File: config.mk
export PLATFORM = sky130hd
export DESIGN_NAME = tci_top
export DESIGN_NICKNAME = d
export VERILOG_FILES = /design/src/tci_sync.v /design/src/tci_top.v
export VERILOG_INCLUDE_DIRS = /design/src
export SDC_FILE = /design/constraint.sdc
export NUM_CORES = 1
export LEC_CHECK = 0
export ABC_AREA = 0
export BUFFER_PORTS_ARGS = -buffer_cell sky130_fd_sc_hd__clkbuf_2
export CAP_MARGIN = 10
export CORE_ASPECT_RATIO = 1.1
export CORE_MARGIN = 2
export CORE_UTILIZATION = 60
export CTS_CLUSTER_DIAMETER = 80
export DETAILED_ROUTE_END_ITERATION = 6
export PLACE_DENSITY_LB_ADDON = 0.25
export SYNTH_ARGS = -nofsm -noshare
export SYNTH_HDL_FRONTEND = slang
export SYNTH_SLANG_ARGS = --single-unit
File: constraint.sdc
create_clock -name mclk -period 2.3 [get_ports mclk]
set_clock_uncertainty 0.15 [all_clocks]
set_input_delay 0.23 -clock mclk [delete_from_list [all_inputs] [get_ports mclk]]
set_output_delay 0.23 -clock mclk [all_outputs]
set_load 0.005 [all_outputs]
File: src/tci_defs.vh
// constants for the timer, capture and interrupt source block
`ifndef TCI_DEFS_VH
`define TCI_DEFS_VH

// ----------------------------------------------------------------
// timing
// ----------------------------------------------------------------
`define TCI_CLK_PERIOD_NS   5
`define TCI_TICK_PERIOD_NS  1000
`define TCI_TICK_CYCLES     (`TCI_TICK_PERIOD_NS / `TCI_CLK_PERIOD_NS)
`define TCI_TIMER_W         12
`define TCI_PRESC_W         8
`define TCI_P128_MSB        6
`define TCI_P1024_MSB       9
`define TCI_SLICE_MAX       3'h4

// ----------------------------------------------------------------
// register offsets (8-bit data)
// ----------------------------------------------------------------
`define TCI_ADDR_W          8
`define TCI_REG_TIMER_LO    8'h00
`define TCI_REG_TIMER_HI    8'h01
`define TCI_REG_CAP_A_RISE  8'h02
`define TCI_REG_CAP_A_FALL  8'h03
`define TCI_REG_CAP_B_RISE  8'h04
`define TCI_REG_CAP_B_FALL  8'h05
`define TCI_REG_CAP_CFG     8'h06
`define TCI_REG_CAP_STAT    8'h07
`define TCI_REG_IRQ_STAT_LO 8'h08
`define TCI_REG_IRQ_STAT_HI 8'h09
`define TCI_REG_IRQ_MASK_LO 8'h0a
`define TCI_REG_IRQ_MASK_HI 8'h0b
`define TCI_REG_P0_MASK     8'h0c
`define TCI_REG_P1_MASK     8'h0d
`define TCI_REG_P0_POL      8'h0e
`define TCI_REG_P1_POL      8'h0f
`define TCI_REG_P0_PINS     8'h10
`define TCI_REG_P1_PINS     8'h11

// ----------------------------------------------------------------
// fields and reset values
// ----------------------------------------------------------------
`define TCI_CFG_SLICE_LSB   0
`define TCI_CFG_SLICE_MSB   2
`define TCI_CFG_EN_A_RISE   4
`define TCI_CFG_EN_A_FALL   5
`define TCI_CFG_EN_B_RISE   6
`define TCI_CFG_EN_B_FALL   7
`define TCI_CFG_RESET       8'h00
`define TCI_MASK_RESET      10'h000
`define TCI_PMASK_RESET     8'h00
`define TCI_POL_RESET       8'h00

// interrupt source bit positions
`define TCI_NUM_SRC         10
`define TCI_SRC_BUS_RESET   0
`define TCI_SRC_T128        1
`define TCI_SRC_T1024       2
`define TCI_SRC_EP0         3
`define TCI_SRC_EP1         4
`define TCI_SRC_EP2         5
`define TCI_SRC_CAP_A       6
`define TCI_SRC_CAP_B       7
`define TCI_SRC_WAKE        8
`define TCI_SRC_GPIO        9

`endif

File: src/tci_sync.v
// three-stage pin synchroniser with agreement filter
module tci_sync #(
   parameter W = 1
) (
   // clock and reset
   input  wire         mclk,
   input  wire         nrst,
   // pins in, filtered level out
   input  wire [W-1:0] pin_in,
   output wire [W-1:0] level_out
);

   reg [W-1:0] s1_r;
   reg [W-1:0] s2_r;
   reg [W-1:0] s3_r;
   reg [W-1:0] level_r;

   // shift chain; level follows only when stage two and three agree
   always @(posedge mclk or negedge nrst) begin
      if (!nrst) begin
         s1_r    <= {W{1'b0}};
         s2_r    <= {W{1'b0}};
         s3_r    <= {W{1'b0}};
         level_r <= {W{1'b0}};
      end else begin
         s1_r    <= pin_in;
         s2_r    <= s1_r;
         s3_r    <= s2_r;
         level_r <= (s2_r & s3_r) | (level_r & (s2_r ^ s3_r));
      end
   end

   assign level_out = level_r;

endmodule

File: src/tci_top.v
// free-running timer, capture channels and interrupt source collection
`include "tci_defs.vh"

module tci_top (
   // clock and reset
   input  wire                    mclk,
   input  wire                    nrst,
   // register port
   input  wire [`TCI_ADDR_W-1:0]  reg_addr,
   input  wire [7:0]              reg_wdata,
   input  wire                    reg_we,
   input  wire                    reg_re,
   output wire [7:0]              reg_rdata,
   // general-purpose pins
   input  wire [7:0]              port_zero_pins,
   input  wire [7:0]              port_one_pins,
   // event pulses from neighbouring logic
   input  wire                    bus_reset_evt,
   input  wire [2:0]              ep_done_evt,
   input  wire                    wake_evt,
   // interrupt and status out
   output wire                    irq,
   output wire [9:0]              irq_pending,
   output wire [`TCI_TIMER_W-1:0] timer_value
);

   // ----------------------------------------------------------------
   // pin synchronisation
   // ----------------------------------------------------------------
   wire [15:0] pins_sync;
   reg  [15:0] pins_prev_r;

   // one synchroniser for all sixteen pins
   tci_sync #(
      .W         (16)
   ) u_sync (
      .mclk      (mclk),
      .nrst      (nrst),
      .pin_in    ({port_one_pins, port_zero_pins}),
      .level_out (pins_sync)
   );

   // previous filtered level for edge detection
   always @(posedge mclk or negedge nrst) begin
      if (!nrst) begin
         pins_prev_r <= 16'h0000;
      end else begin
         pins_prev_r <= pins_sync;
      end
   end

   wire [15:0] pin_rise = pins_sync & ~pins_prev_r;
   wire [15:0] pin_fall = ~pins_sync & pins_prev_r;

   // ----------------------------------------------------------------
   // 1 MHz tick and free-running timer
   // ----------------------------------------------------------------
   localparam integer            TICK_LAST_I = `TCI_TICK_CYCLES - 1;
   localparam [`TCI_PRESC_W-1:0] TICK_LAST   = TICK_LAST_I[`TCI_PRESC_W-1:0];

   reg  [`TCI_PRESC_W-1:0] presc_r;
   reg  [`TCI_TIMER_W-1:0] timer_r;
   wire                    tick = (presc_r == TICK_LAST);

   // prescaler divides the system clock down to the timer tick
   always @(posedge mclk or negedge nrst) begin
      if (!nrst) begin
         presc_r <= {`TCI_PRESC_W{1'b0}};
      end else if (tick) begin
         presc_r <= {`TCI_PRESC_W{1'b0}};
      end else begin
         presc_r <= presc_r + 8'h01;
      end
   end

   // counter runs with no start or stop control
   always @(posedge mclk or negedge nrst) begin
      if (!nrst) begin
         timer_r <= {`TCI_TIMER_W{1'b0}};
      end else if (tick) begin
         timer_r <= timer_r + 12'h001; // wraps to zero
      end
   end

   assign timer_value = timer_r;

   // periodic events on the tick that flips the period bit back to zero
   wire evt_t128  = tick & (&timer_r[`TCI_P128_MSB:0]);
   wire evt_t1024 = tick & (&timer_r[`TCI_P1024_MSB:0]);

   // ----------------------------------------------------------------
   // capture channels
   // ----------------------------------------------------------------
   reg  [7:0] cap_cfg_r;
   reg  [7:0] cap_val_r [0:3];
   reg  [3:0] cap_stat_r;
   wire [2:0] slice_raw = cap_cfg_r[`TCI_CFG_SLICE_MSB:`TCI_CFG_SLICE_LSB];
   wire [2:0] slice_sel = (slice_raw > `TCI_SLICE_MAX) ? `TCI_SLICE_MAX : slice_raw;
   wire [`TCI_TIMER_W-1:0] timer_shift = timer_r >> slice_sel;
   wire [7:0] cap_slice = timer_shift[7:0];

   // capture strobes: a rise, a fall, b rise, b fall
   wire [3:0] cap_hit;
   assign cap_hit[0] = pin_rise[0] & cap_cfg_r[`TCI_CFG_EN_A_RISE];
   assign cap_hit[1] = pin_fall[0] & cap_cfg_r[`TCI_CFG_EN_A_FALL];
   assign cap_hit[2] = pin_rise[1] & cap_cfg_r[`TCI_CFG_EN_B_RISE];
   assign cap_hit[3] = pin_fall[1] & cap_cfg_r[`TCI_CFG_EN_B_FALL];

   wire wr_cap_stat = reg_we & (reg_addr == `TCI_REG_CAP_STAT);

   // one register per channel and edge
   genvar ci;
   generate
      for (ci = 0; ci < 4; ci = ci + 1) begin : g_cap
         always @(posedge mclk or negedge nrst) begin
            if (!nrst) begin
               cap_val_r[ci]  <= 8'h00;
               cap_stat_r[ci] <= 1'b0;
            end else begin
               if (cap_hit[ci]) begin
                  cap_val_r[ci] <= cap_slice;
               end
               // new capture beats a write-one clear
               if (cap_hit[ci]) begin
                  cap_stat_r[ci] <= 1'b1;
               end else if (wr_cap_stat & reg_wdata[ci]) begin
                  cap_stat_r[ci] <= 1'b0;
               end
            end
         end
      end
   endgenerate

   wire evt_cap_a = cap_hit[0] | cap_hit[1];
   wire evt_cap_b = cap_hit[2] | cap_hit[3];

   // ----------------------------------------------------------------
   // shared gpio interrupt
   // ----------------------------------------------------------------
   reg  [15:0] pin_mask_r;
   reg  [15:0] pin_pol_r;
   wire [15:0] pin_trig;

   // per pin: chosen edge, gated by the pin mask
   genvar pi;
   generate
      for (pi = 0; pi < 16; pi = pi + 1) begin : g_pin
         assign pin_trig[pi] = pin_mask_r[pi] &
                               (pin_pol_r[pi] ? pin_rise[pi] : pin_fall[pi]);
      end
   endgenerate

   wire evt_gpio = |pin_trig;

   // ----------------------------------------------------------------
   // interrupt status and mask
   // ----------------------------------------------------------------
   reg  [9:0] irq_stat_r;
   reg  [9:0] irq_mask_r;
   wire [9:0] src_evt;

   // endpoint inputs are completion pulses, so they set status only when done
   assign src_evt[`TCI_SRC_BUS_RESET] = bus_reset_evt;
   assign src_evt[`TCI_SRC_T128]      = evt_t128 & irq_mask_r[`TCI_SRC_T128];
   assign src_evt[`TCI_SRC_T1024]     = evt_t1024 & irq_mask_r[`TCI_SRC_T1024];
   assign src_evt[`TCI_SRC_EP0]       = ep_done_evt[0];
   assign src_evt[`TCI_SRC_EP1]       = ep_done_evt[1];
   assign src_evt[`TCI_SRC_EP2]       = ep_done_evt[2];
   assign src_evt[`TCI_SRC_CAP_A]     = evt_cap_a;
   assign src_evt[`TCI_SRC_CAP_B]     = evt_cap_b;
   assign src_evt[`TCI_SRC_WAKE]      = wake_evt;
   assign src_evt[`TCI_SRC_GPIO]      = evt_gpio;

   // write-one-clear pattern across both status bytes
   wire [9:0] stat_clr;
   assign stat_clr[7:0] = (reg_we && reg_addr == `TCI_REG_IRQ_STAT_LO) ? reg_wdata : 8'h00;
   assign stat_clr[9:8] = (reg_we && reg_addr == `TCI_REG_IRQ_STAT_HI) ? reg_wdata[1:0]
                                                                       : 2'h0;

   // sticky status, set wins over clear
   genvar si;
   generate
      for (si = 0; si < `TCI_NUM_SRC; si = si + 1) begin : g_src
         always @(posedge mclk or negedge nrst) begin
            if (!nrst) begin
               irq_stat_r[si] <= 1'b0;
            end else if (src_evt[si]) begin
               irq_stat_r[si] <= 1'b1;
            end else if (stat_clr[si]) begin
               irq_stat_r[si] <= 1'b0;
            end
         end
      end
   endgenerate

   assign irq_pending = irq_stat_r & irq_mask_r;
   assign irq         = |irq_pending;

   // ----------------------------------------------------------------
   // control registers written by software
   // ----------------------------------------------------------------
   always @(posedge mclk or negedge nrst) begin
      if (!nrst) begin
         cap_cfg_r  <= `TCI_CFG_RESET;
         irq_mask_r <= `TCI_MASK_RESET;
         pin_mask_r <= {`TCI_PMASK_RESET, `TCI_PMASK_RESET};
         pin_pol_r  <= {`TCI_POL_RESET, `TCI_POL_RESET};
      end else if (reg_we) begin
         case (reg_addr)
            `TCI_REG_CAP_CFG: begin
               cap_cfg_r <= reg_wdata;
            end
            `TCI_REG_IRQ_MASK_LO: begin
               irq_mask_r[7:0] <= reg_wdata;
            end
            `TCI_REG_IRQ_MASK_HI: begin
               irq_mask_r[9:8] <= reg_wdata[1:0];
            end
            `TCI_REG_P0_MASK: begin
               pin_mask_r[7:0] <= reg_wdata;
            end
            `TCI_REG_P1_MASK: begin
               pin_mask_r[15:8] <= reg_wdata;
            end
            `TCI_REG_P0_POL: begin
               pin_pol_r[7:0] <= reg_wdata;
            end
            `TCI_REG_P1_POL: begin
               pin_pol_r[15:8] <= reg_wdata;
            end
            default: begin
               cap_cfg_r <= cap_cfg_r;
            end
         endcase
      end
   end

   // ----------------------------------------------------------------
   // timer snapshot for a coherent two-byte read
   // ----------------------------------------------------------------
   reg [3:0] timer_hi_snap_r;

   // reading the low byte freezes the high nibble of the same moment
   always @(posedge mclk or negedge nrst) begin
      if (!nrst) begin
         timer_hi_snap_r <= 4'h0;
      end else if (reg_re && reg_addr == `TCI_REG_TIMER_LO) begin
         timer_hi_snap_r <= timer_r[11:8];
      end
   end

   // ----------------------------------------------------------------
   // read path
   // ----------------------------------------------------------------
   reg [7:0] rd_mux;
   reg [7:0] rdata_r;

   // select readback by address; unmapped reads give zero
   always @* begin
      rd_mux = 8'h00;
      case (reg_addr)
         `TCI_REG_TIMER_LO: begin
            rd_mux = timer_r[7:0];
         end
         `TCI_REG_TIMER_HI: begin
            rd_mux = {4'h0, timer_hi_snap_r};
         end
         `TCI_REG_CAP_A_RISE: begin
            rd_mux = cap_val_r[0];
         end
         `TCI_REG_CAP_A_FALL: begin
            rd_mux = cap_val_r[1];
         end
         `TCI_REG_CAP_B_RISE: begin
            rd_mux = cap_val_r[2];
         end
         `TCI_REG_CAP_B_FALL: begin
            rd_mux = cap_val_r[3];
         end
         `TCI_REG_CAP_CFG: begin
            rd_mux = cap_cfg_r;
         end
         `TCI_REG_CAP_STAT: begin
            rd_mux = {4'h0, cap_stat_r};
         end
         `TCI_REG_IRQ_STAT_LO: begin
            rd_mux = irq_stat_r[7:0];
         end
         `TCI_REG_IRQ_STAT_HI: begin
            rd_mux = {6'h00, irq_stat_r[9:8]};
         end
         `TCI_REG_IRQ_MASK_LO: begin
            rd_mux = irq_mask_r[7:0];
         end
         `TCI_REG_IRQ_MASK_HI: begin
            rd_mux = {6'h00, irq_mask_r[9:8]};
         end
         `TCI_REG_P0_MASK: begin
            rd_mux = pin_mask_r[7:0];
         end
         `TCI_REG_P1_MASK: begin
            rd_mux = pin_mask_r[15:8];
         end
         `TCI_REG_P0_POL: begin
            rd_mux = pin_pol_r[7:0];
         end
         `TCI_REG_P1_POL: begin
            rd_mux = pin_pol_r[15:8];
         end
         `TCI_REG_P0_PINS: begin
            rd_mux = pins_sync[7:0];
         end
         `TCI_REG_P1_PINS: begin
            rd_mux = pins_sync[15:8];
         end
         default: begin
            rd_mux = 8'h00;
         end
      endcase
   end

   // read data stands only in the cycle after the strobe
   always @(posedge mclk or negedge nrst) begin
      if (!nrst) begin
         rdata_r <= 8'h00;
      end else if (reg_re) begin
         rdata_r <= rd_mux;
      end else begin
         rdata_r <= 8'h00;
      end
   end

   assign reg_rdata = rdata_r;

endmodule

Yosys cells after proc, flatten, opt, wreduce, memory -nomap -nowiden
Cells that the tools add are included.

Bits in registers: 208. Bits in latches: 0. Bits in writable memories: 0. Memory bits (read-only): 0. Input bits: 41. Output and inout port bits: 31. Word-level logic and storage cells: 175. Memories kept: 0.

Add/subtract/negate cells: 2. Multipliers: 0. Div/mod/pow operators: 0. Magnitude comparators: 1. Eq/ne operators: 18. Shift-type cells: 1. Muxes and demuxes: 50. Bitwise gates (word level): 40. Reduce and logical (&&, ||, !) cells: 29.

Operators by type and width (number): $pmux W8 S18 (1); $and A16 B16 Y16 (4); $eq A8 B4 Y1 const B (8); $mux W1 (44); $eq A8 B3 Y1 const B (4); $not A16 Y16 (2); $and A1 B1 Y1 (29); $reduce_bool A2 Y1 (14); $mux W8 (3); $eq A8 B2 Y1 const B (2); $eq A8 B5 Y1 const B (2); $or A16 B16 Y16 (1); $reduce_or A16 Y1 (1); $xor A16 B16 Y16 (1); $reduce_and A2 Y1 (7); $add A12 B1 Y12 const B (1); $shr A12 B3 Y8 (1); $and A10 B10 Y10 (1); $reduce_and A10 Y1 (1); $reduce_or A10 Y1 (1); $add A8 B1 Y8 const B (1); $eq A8 B1 Y1 const B (1); $eq A8 B8 Y1 const B (1); $logic_not A8 Y1 (1); 6 further kinds (9).

Logic depth before layout (Yosys ltp)
Depth after elaboration: 6. Gate-level depth with buffers: 8. Depth with buffers taken out: 6.

Modules after synthesis
A second synthesis with hierarchy kept.

Cell total of the unflattened synthesis: 773. Area total of the unflattened synthesis: 9281.4 um2.

Modules (own cells, without submodules): tci_top (instances 1, cells each 677, area each 7359.6 um2, seq. area each 3603.5 um2); tci_sync (instances 1, cells each 96, area each 1921.8 um2, seq. area each 1601.5 um2).

Worst setup path after synthesis
Ideal clock, no wire load.

Path type: reg2out. Start: register irq_mask_r[4]. End: output irq. Arrival time: 1733 ps. Data required time: 1920 ps. Setup slack: 187 ps. Stages on the path, launching flop included: 5. Buffers on the path: 0. Path through: dfrtp_1 -> and2_1 -> or2_2 -> or4_1 -> or4_1.

Word-level cells in the longest chain between the ends: 2.

RTL lines: from (decl) (RTL line tci_top.v:159) `reg [9:0] irq_mask_r;`; from (signal assigned) (RTL line tci_top.v:205) `` irq_mask_r <= `TCI_MASK_RESET; ``; from (signal assigned) (RTL line tci_top.v:214) `irq_mask_r[7:0] <= reg_wdata;`; $and A10 B10 Y10 (RTL line tci_top.v:196) `assign irq_pending = irq_stat_r & irq_mask_r;`; net irq_pending[4] (RTL line tci_top.v:23) `output wire [9:0] irq_pending,`; $reduce_or A10 Y1 (RTL line tci_top.v:197) `assign irq = |irq_pending;`; to (decl) (RTL line tci_top.v:22) `output wire irq,`.

The timed path passes the listed nets, and every way through them passes these cells.

Worst setup path in the final report
Start: register irq_mask_r[2]. End: output irq.

Word-level cells in the longest chain between the ends: 2.

RTL lines (RTL line): $and A10 B10 Y10 (tci_top.v:196); $reduce_or A10 Y1 (tci_top.v:197).

Every way passes these cells.

==> out/summary.json <==
{
  "power_leakage": {"value": 5.19, "unit": "nW"},
  "report.final.setup_viol": {"value": 1},
  "nNetsFinal": {"value": 991},
  "timing.final.max_slew_violations": {"value": 0},
  "rsz0062_at_grt": {"value": "yes"},
  "synthesis.yosys.warnings": {"value": 0},
  "worstHoldPathType": {"value": "input pin to flop"},
  "timing.critical_path.arrival": {"value": 2330, "unit": "ps"},
  "postSynth.asyncResetShare": {"value": 100, "unit": "%"},
  "maximum_number_of_pins_on_one_net_before_global_route_repair": {"value": 65},
  "fillers": {"value": 1000},
  "grt_usage": {"value": 33.9, "unit": "%"},
  "syn2layout_area_growth": {"value": 22.0, "unit": "%"},
  "worst_setup_path_start_kind": {"value": "flop"},
  "ys_dominant_reg_cell": {"value": "dfrtp_1"},
  "timing.critical_path.to_type": {"value": "output pin"},
  "ctsLongestPathBuffers": {"value": 3},
  "finalHoldViolations": {"value": 0},
  "grt_pass1_vias": {"value": 7551},
  "grt_first_pass_wirelength": {"value": 41900, "unit": "um"},
  "drt-pass1-iter-count": {"value": 5},
  "yosys_register_bits": {"value": 208},
  "layout.cell_area.non_filler": {"value": 0.0113, "unit": "mm^2"},
  "status": {"value": "finished, violations left"},
  "setup_slack": {"value": -407, "unit": "ps"},
  "i_o_pins": {"value": 72},
  "dieArea": {"value": 0.0164, "unit": "mm^2"},
  "floorplan.die.height": {"value": 134, "unit": "um"},
  "clk_transition_reported_paths": {"value": 60, "unit": "ps"},
  "post_synth_instance_area": {"value": 0.00923, "unit": "mm^2"},
  "final_core_util": {"value": 74.8, "unit": "%"},
  "synth_edf_count": {"value": 0},
  "initial_standard_cell_utilization_of_the_core": {"value": 61.3, "unit": "%"},
  "wl_per_cell": {"value": 23.3, "unit": "um"},
  "vdd_ir_drop_max": {"value": 0.855, "unit": "mV"},
  "rows": {"value": 47},
  "route.final.wire_length": {"value": 26600, "unit": "um"},
  "maxCapViolCount": {"value": 0},
  "dr_total_vias": {"value": 7148},
  "highest_clock_rate": {"value": 369, "unit": "MHz"},
  "floorplan_core_area": {"value": 0.0151, "unit": "mm^2"},
  "power_density": {"value": 717, "unit": "mW/mm^2"},
  "number_of_nets_produced_by_synthesis": {"value": 833},
  "critPathMaxFanout": {"value": 2},
  "die_width": {"value": 122, "unit": "um"},
  "post_synth_num_cell_types": {"value": 65},
  "numPlacedInstances": {"value": 1071},
  "synth.avg_cell_area": {"value": 11.9, "unit": "um^2"},
  "preCtsSetupSlack": {"value": -69.9, "unit": "ps"},
  "slew_headroom": {"value": 50.8, "unit": "%"},
  "layout_min_cycle_time": {"value": 2710, "unit": "ps"},
  "antenna-diode-count": {"value": 0},
  "critical_path_required": {"value": 1920, "unit": "ps"},
  "cts_tree": {"value": "built"},
  "ctsRootBufferMaster": {"value": "clkbuf_16"},
  "place.detailed.hpwl": {"value": 19000, "unit": "um"},
  "place.port_buffers": {"value": 71},
  "tritoncts_num_sinks": {"value": 208},
  "period_share": {"value": 118, "unit": "%"},
  "worst-setup-path-type": {"value": "flop to output pin"},
  "slowest_stage": {"value": "or4_4"},
  "drt_iter0_markers": {"value": 612},
  "path_delay_family": {"value": "simple AND/OR/NAND/NOR gates"},
  "critical_path.max_stage_delay": {"value": 470, "unit": "ps"},
  "route.detailed.drc": {"value": 0},
  "critPathBufInv": {"value": 1},
  "clkLatencyLatePin": {"value": 500, "unit": "ps"},
  "cpMostUsedCell": {"value": "or4_4"},
  "initial_antenna_violation_count": {"value": 0},
  "dpl_cell_area": {"value": 0.0102, "unit": "mm^2"},
  "worst_pin_slew": {"value": 733, "unit": "ps"},
  "grt-ovfl-total": {"value": 0},
  "total_power": {"value": 0.00807, "unit": "W"},
  "ant_nets": {"value": 0},
  "place_congestion": {"value": 1.05},
  "path_cells": {"value": "and2_4 > or2_4 > or4_4 > or4_4 > clkbuf_2"},
  "violations": {"value": "negative setup slack"},
  "netlist_instances": {"value": 774},
  "synth.yosys.seq_area_share": {"value": 56.4, "unit": "%"},
  "post_route_cells_drive_above_1_share": {"value": 28.8, "unit": "%"},
  "cts_buf_count": {"value": 21},
  "layoutNonFillerInstCount": {"value": 1140},
  "cts_htree_levels": {"value": 1},
  "route.detailed.vias_per_inst": {"value": 6.27}
}
-- layout by cell type, fill, tap and decap left out, types with 6 or more instances in the layout --
cell type | synthesis | final
a211oi_1 | 8 | 8
o21ai_0 | 54 | 54
buf_4 | 1 | 66
nor2_1 | 22 | 22
a22oi_1 | 14 | 14
a31oi_1 | 16 | 16
a21o_1 | 22 | 22
xnor2_1 | 10 | 10
o22ai_1 | 11 | 11
dfrtp_1 | 208 | 208
a21oi_1 | 11 | 11
mux2i_1 | 25 | 25
xor2_1 | 6 | 6
and2_1 | 13 | 11
nor3b_1 | 9 | 9
mux4_2 | 8 | 8
nand4_1 | 9 | 9
clkbuf_16 | 0 | 21
and3_1 | 11 | 11
nand2_1 | 84 | 84
clkbuf_2 | 0 | 70
ha_1 | 18 | 18
clkbuf_8 | 0 | 6
nand3_1 | 24 | 24
nand2b_1 | 11 | 11
a21bo_2 | 6 | 6
nand3b_1 | 6 | 6
nor2b_1 | 6 | 6
nor3_1 | 7 | 6
dlygate4sd3_1 | 0 | 31
mux2_2 | 62 | 62
-- sequential cells by signal, summed over array words and instances (netlist names), 8 cells and up --
register / count
u_sync.s3_r: 16
u_sync.s2_r: 16
u_sync.level_out: 16
irq_mask_r: 10
presc_r: 8
cap_val_r: 32
irq_stat_r: 10
cap_cfg_r: 8
u_sync.s1_r: 16
pins_prev_r: 16
pin_pol_r: 16
pin_mask_r: 16
reg_rdata: 8
timer_value: 12
-- area by class of cell --
type                       instances  area (um^2)  area share, %
timing repair buffer             171         1230           10.9
tap                              196          245           2.18
multi-input combinational        525         3860           34.3
clock inverter                     7         93.8          0.833
clock buffer                      28          602           5.35
inverter                           5         18.8          0.167
sequential                       208         5200           46.2
-- worst register-to-register path: stages, from the launching register on --
cell and delay [ps]:
dfrtp_1 380, ha_1 260, nand4b_1 180, or3_1 460, nor3_2 360, nand3_1 140
xnor2_1 150
-- through the flow --
stage / setup TNS [ps] / hold slack (ps)
2_1_floorplan: 0 / -216
3_3_place_gp: -36.7 / 103
3_5_place_dp: -69.9 / 107
4_1_cts: -398 / 13.9
5_1_grt: -437 / 31.7
6_report: -407 / 29.3
-- logic make-up (layout without fill, tap and decap cells) --
| family | after synthesis | in the layout | synth area share [%] |
|---|---|---|---|
| flops | 208 | 208 | 56.4 |
| fa+ha+maj | 18 | 18 | 2.44 |
| buf+inv | 41 | 211 | 1.97 |
| xor+xnor | 16 | 16 | 1.52 |
| mux | 96 | 96 | 12.4 |
| compound gates | 163 | 163 | 11.6 |
| simple gates | 232 | 232 | 13.7 |
-- path summary, 6_finish.rpt --
kind,start,endpoint,slack [ps],cells past startpoint
min in group asynchronous,nrst,timer_value[4]$_DFFE_PN0N_,150,2
hold / removal,reg_re,timer_hi_snap_r[3]$_DFFE_PN0P_,30,3
setup reg to reg,presc_r[0]$_DFF_PN0_,timer_value[9]$_DFFE_PN0N_,110,6
hold reg to reg,u_sync.s1_r[5]$_DFF_PN0_,u_sync.s2_r[5]$_DFF_PN0_,190,0
max in group asynchronous,nrst,pin_pol_r[4]$_DFFE_PN0P_,1170,3
setup / recovery,irq_mask_r[2]$_DFFE_PN0P_,irq,-410,5
-- power by group --
group	leakage (nW)	internal (W)	switching [W]
Combinational	2.21	0.000307	0.000352
Sequential	2.64	0.00382	0.000156
Clock	0.338	0.00206	0.00138
Total	5.19	0.00618	0.00189
-- repair_timing --
action / CTS / global route
resized for setup: 6 / 1
setup endpoints to repair: 1 / 3
hold buffers: 31 / 0
pin swaps: 5 / 0
buffers inserted: 3 / 0
hold endpoints to repair: 110 / 0
-- routing by layer --
| layer | track usage [%] | wire length [um] |
|---|---|---|
| met1 | 44.6 | 10400 |
| met2 | 55.7 | 13100 |
| met5 | 0 | 0 |
| met4 | 14.9 | 1250 |
| met3 | 5.48 | 1810 |
-- cell usage after synthesis, types with 9 or more instances --
cell	count	area (um^2)
ha_1	18	225
a21o_1	22	165
a31oi_1	16	100
mux2_2	62	698
nor3b_1	9	67.6
clkbuf_1	17	63.8
o21ai_0	54	270
dfrtp_1	208	5200
xnor2_1	10	87.6
mux2i_1	25	250
a22oi_1	14	105
and2_1	13	81.3
nand2_1	84	315
nand2b_1	11	68.8
nand3_1	24	120
nor2_1	22	82.6
buf_2	13	65.1
a21oi_1	11	55.1
o22ai_1	11	68.8
nand4_1	9	56.3
and3_1	11	68.8
Power figures use the tool's default switching activity.
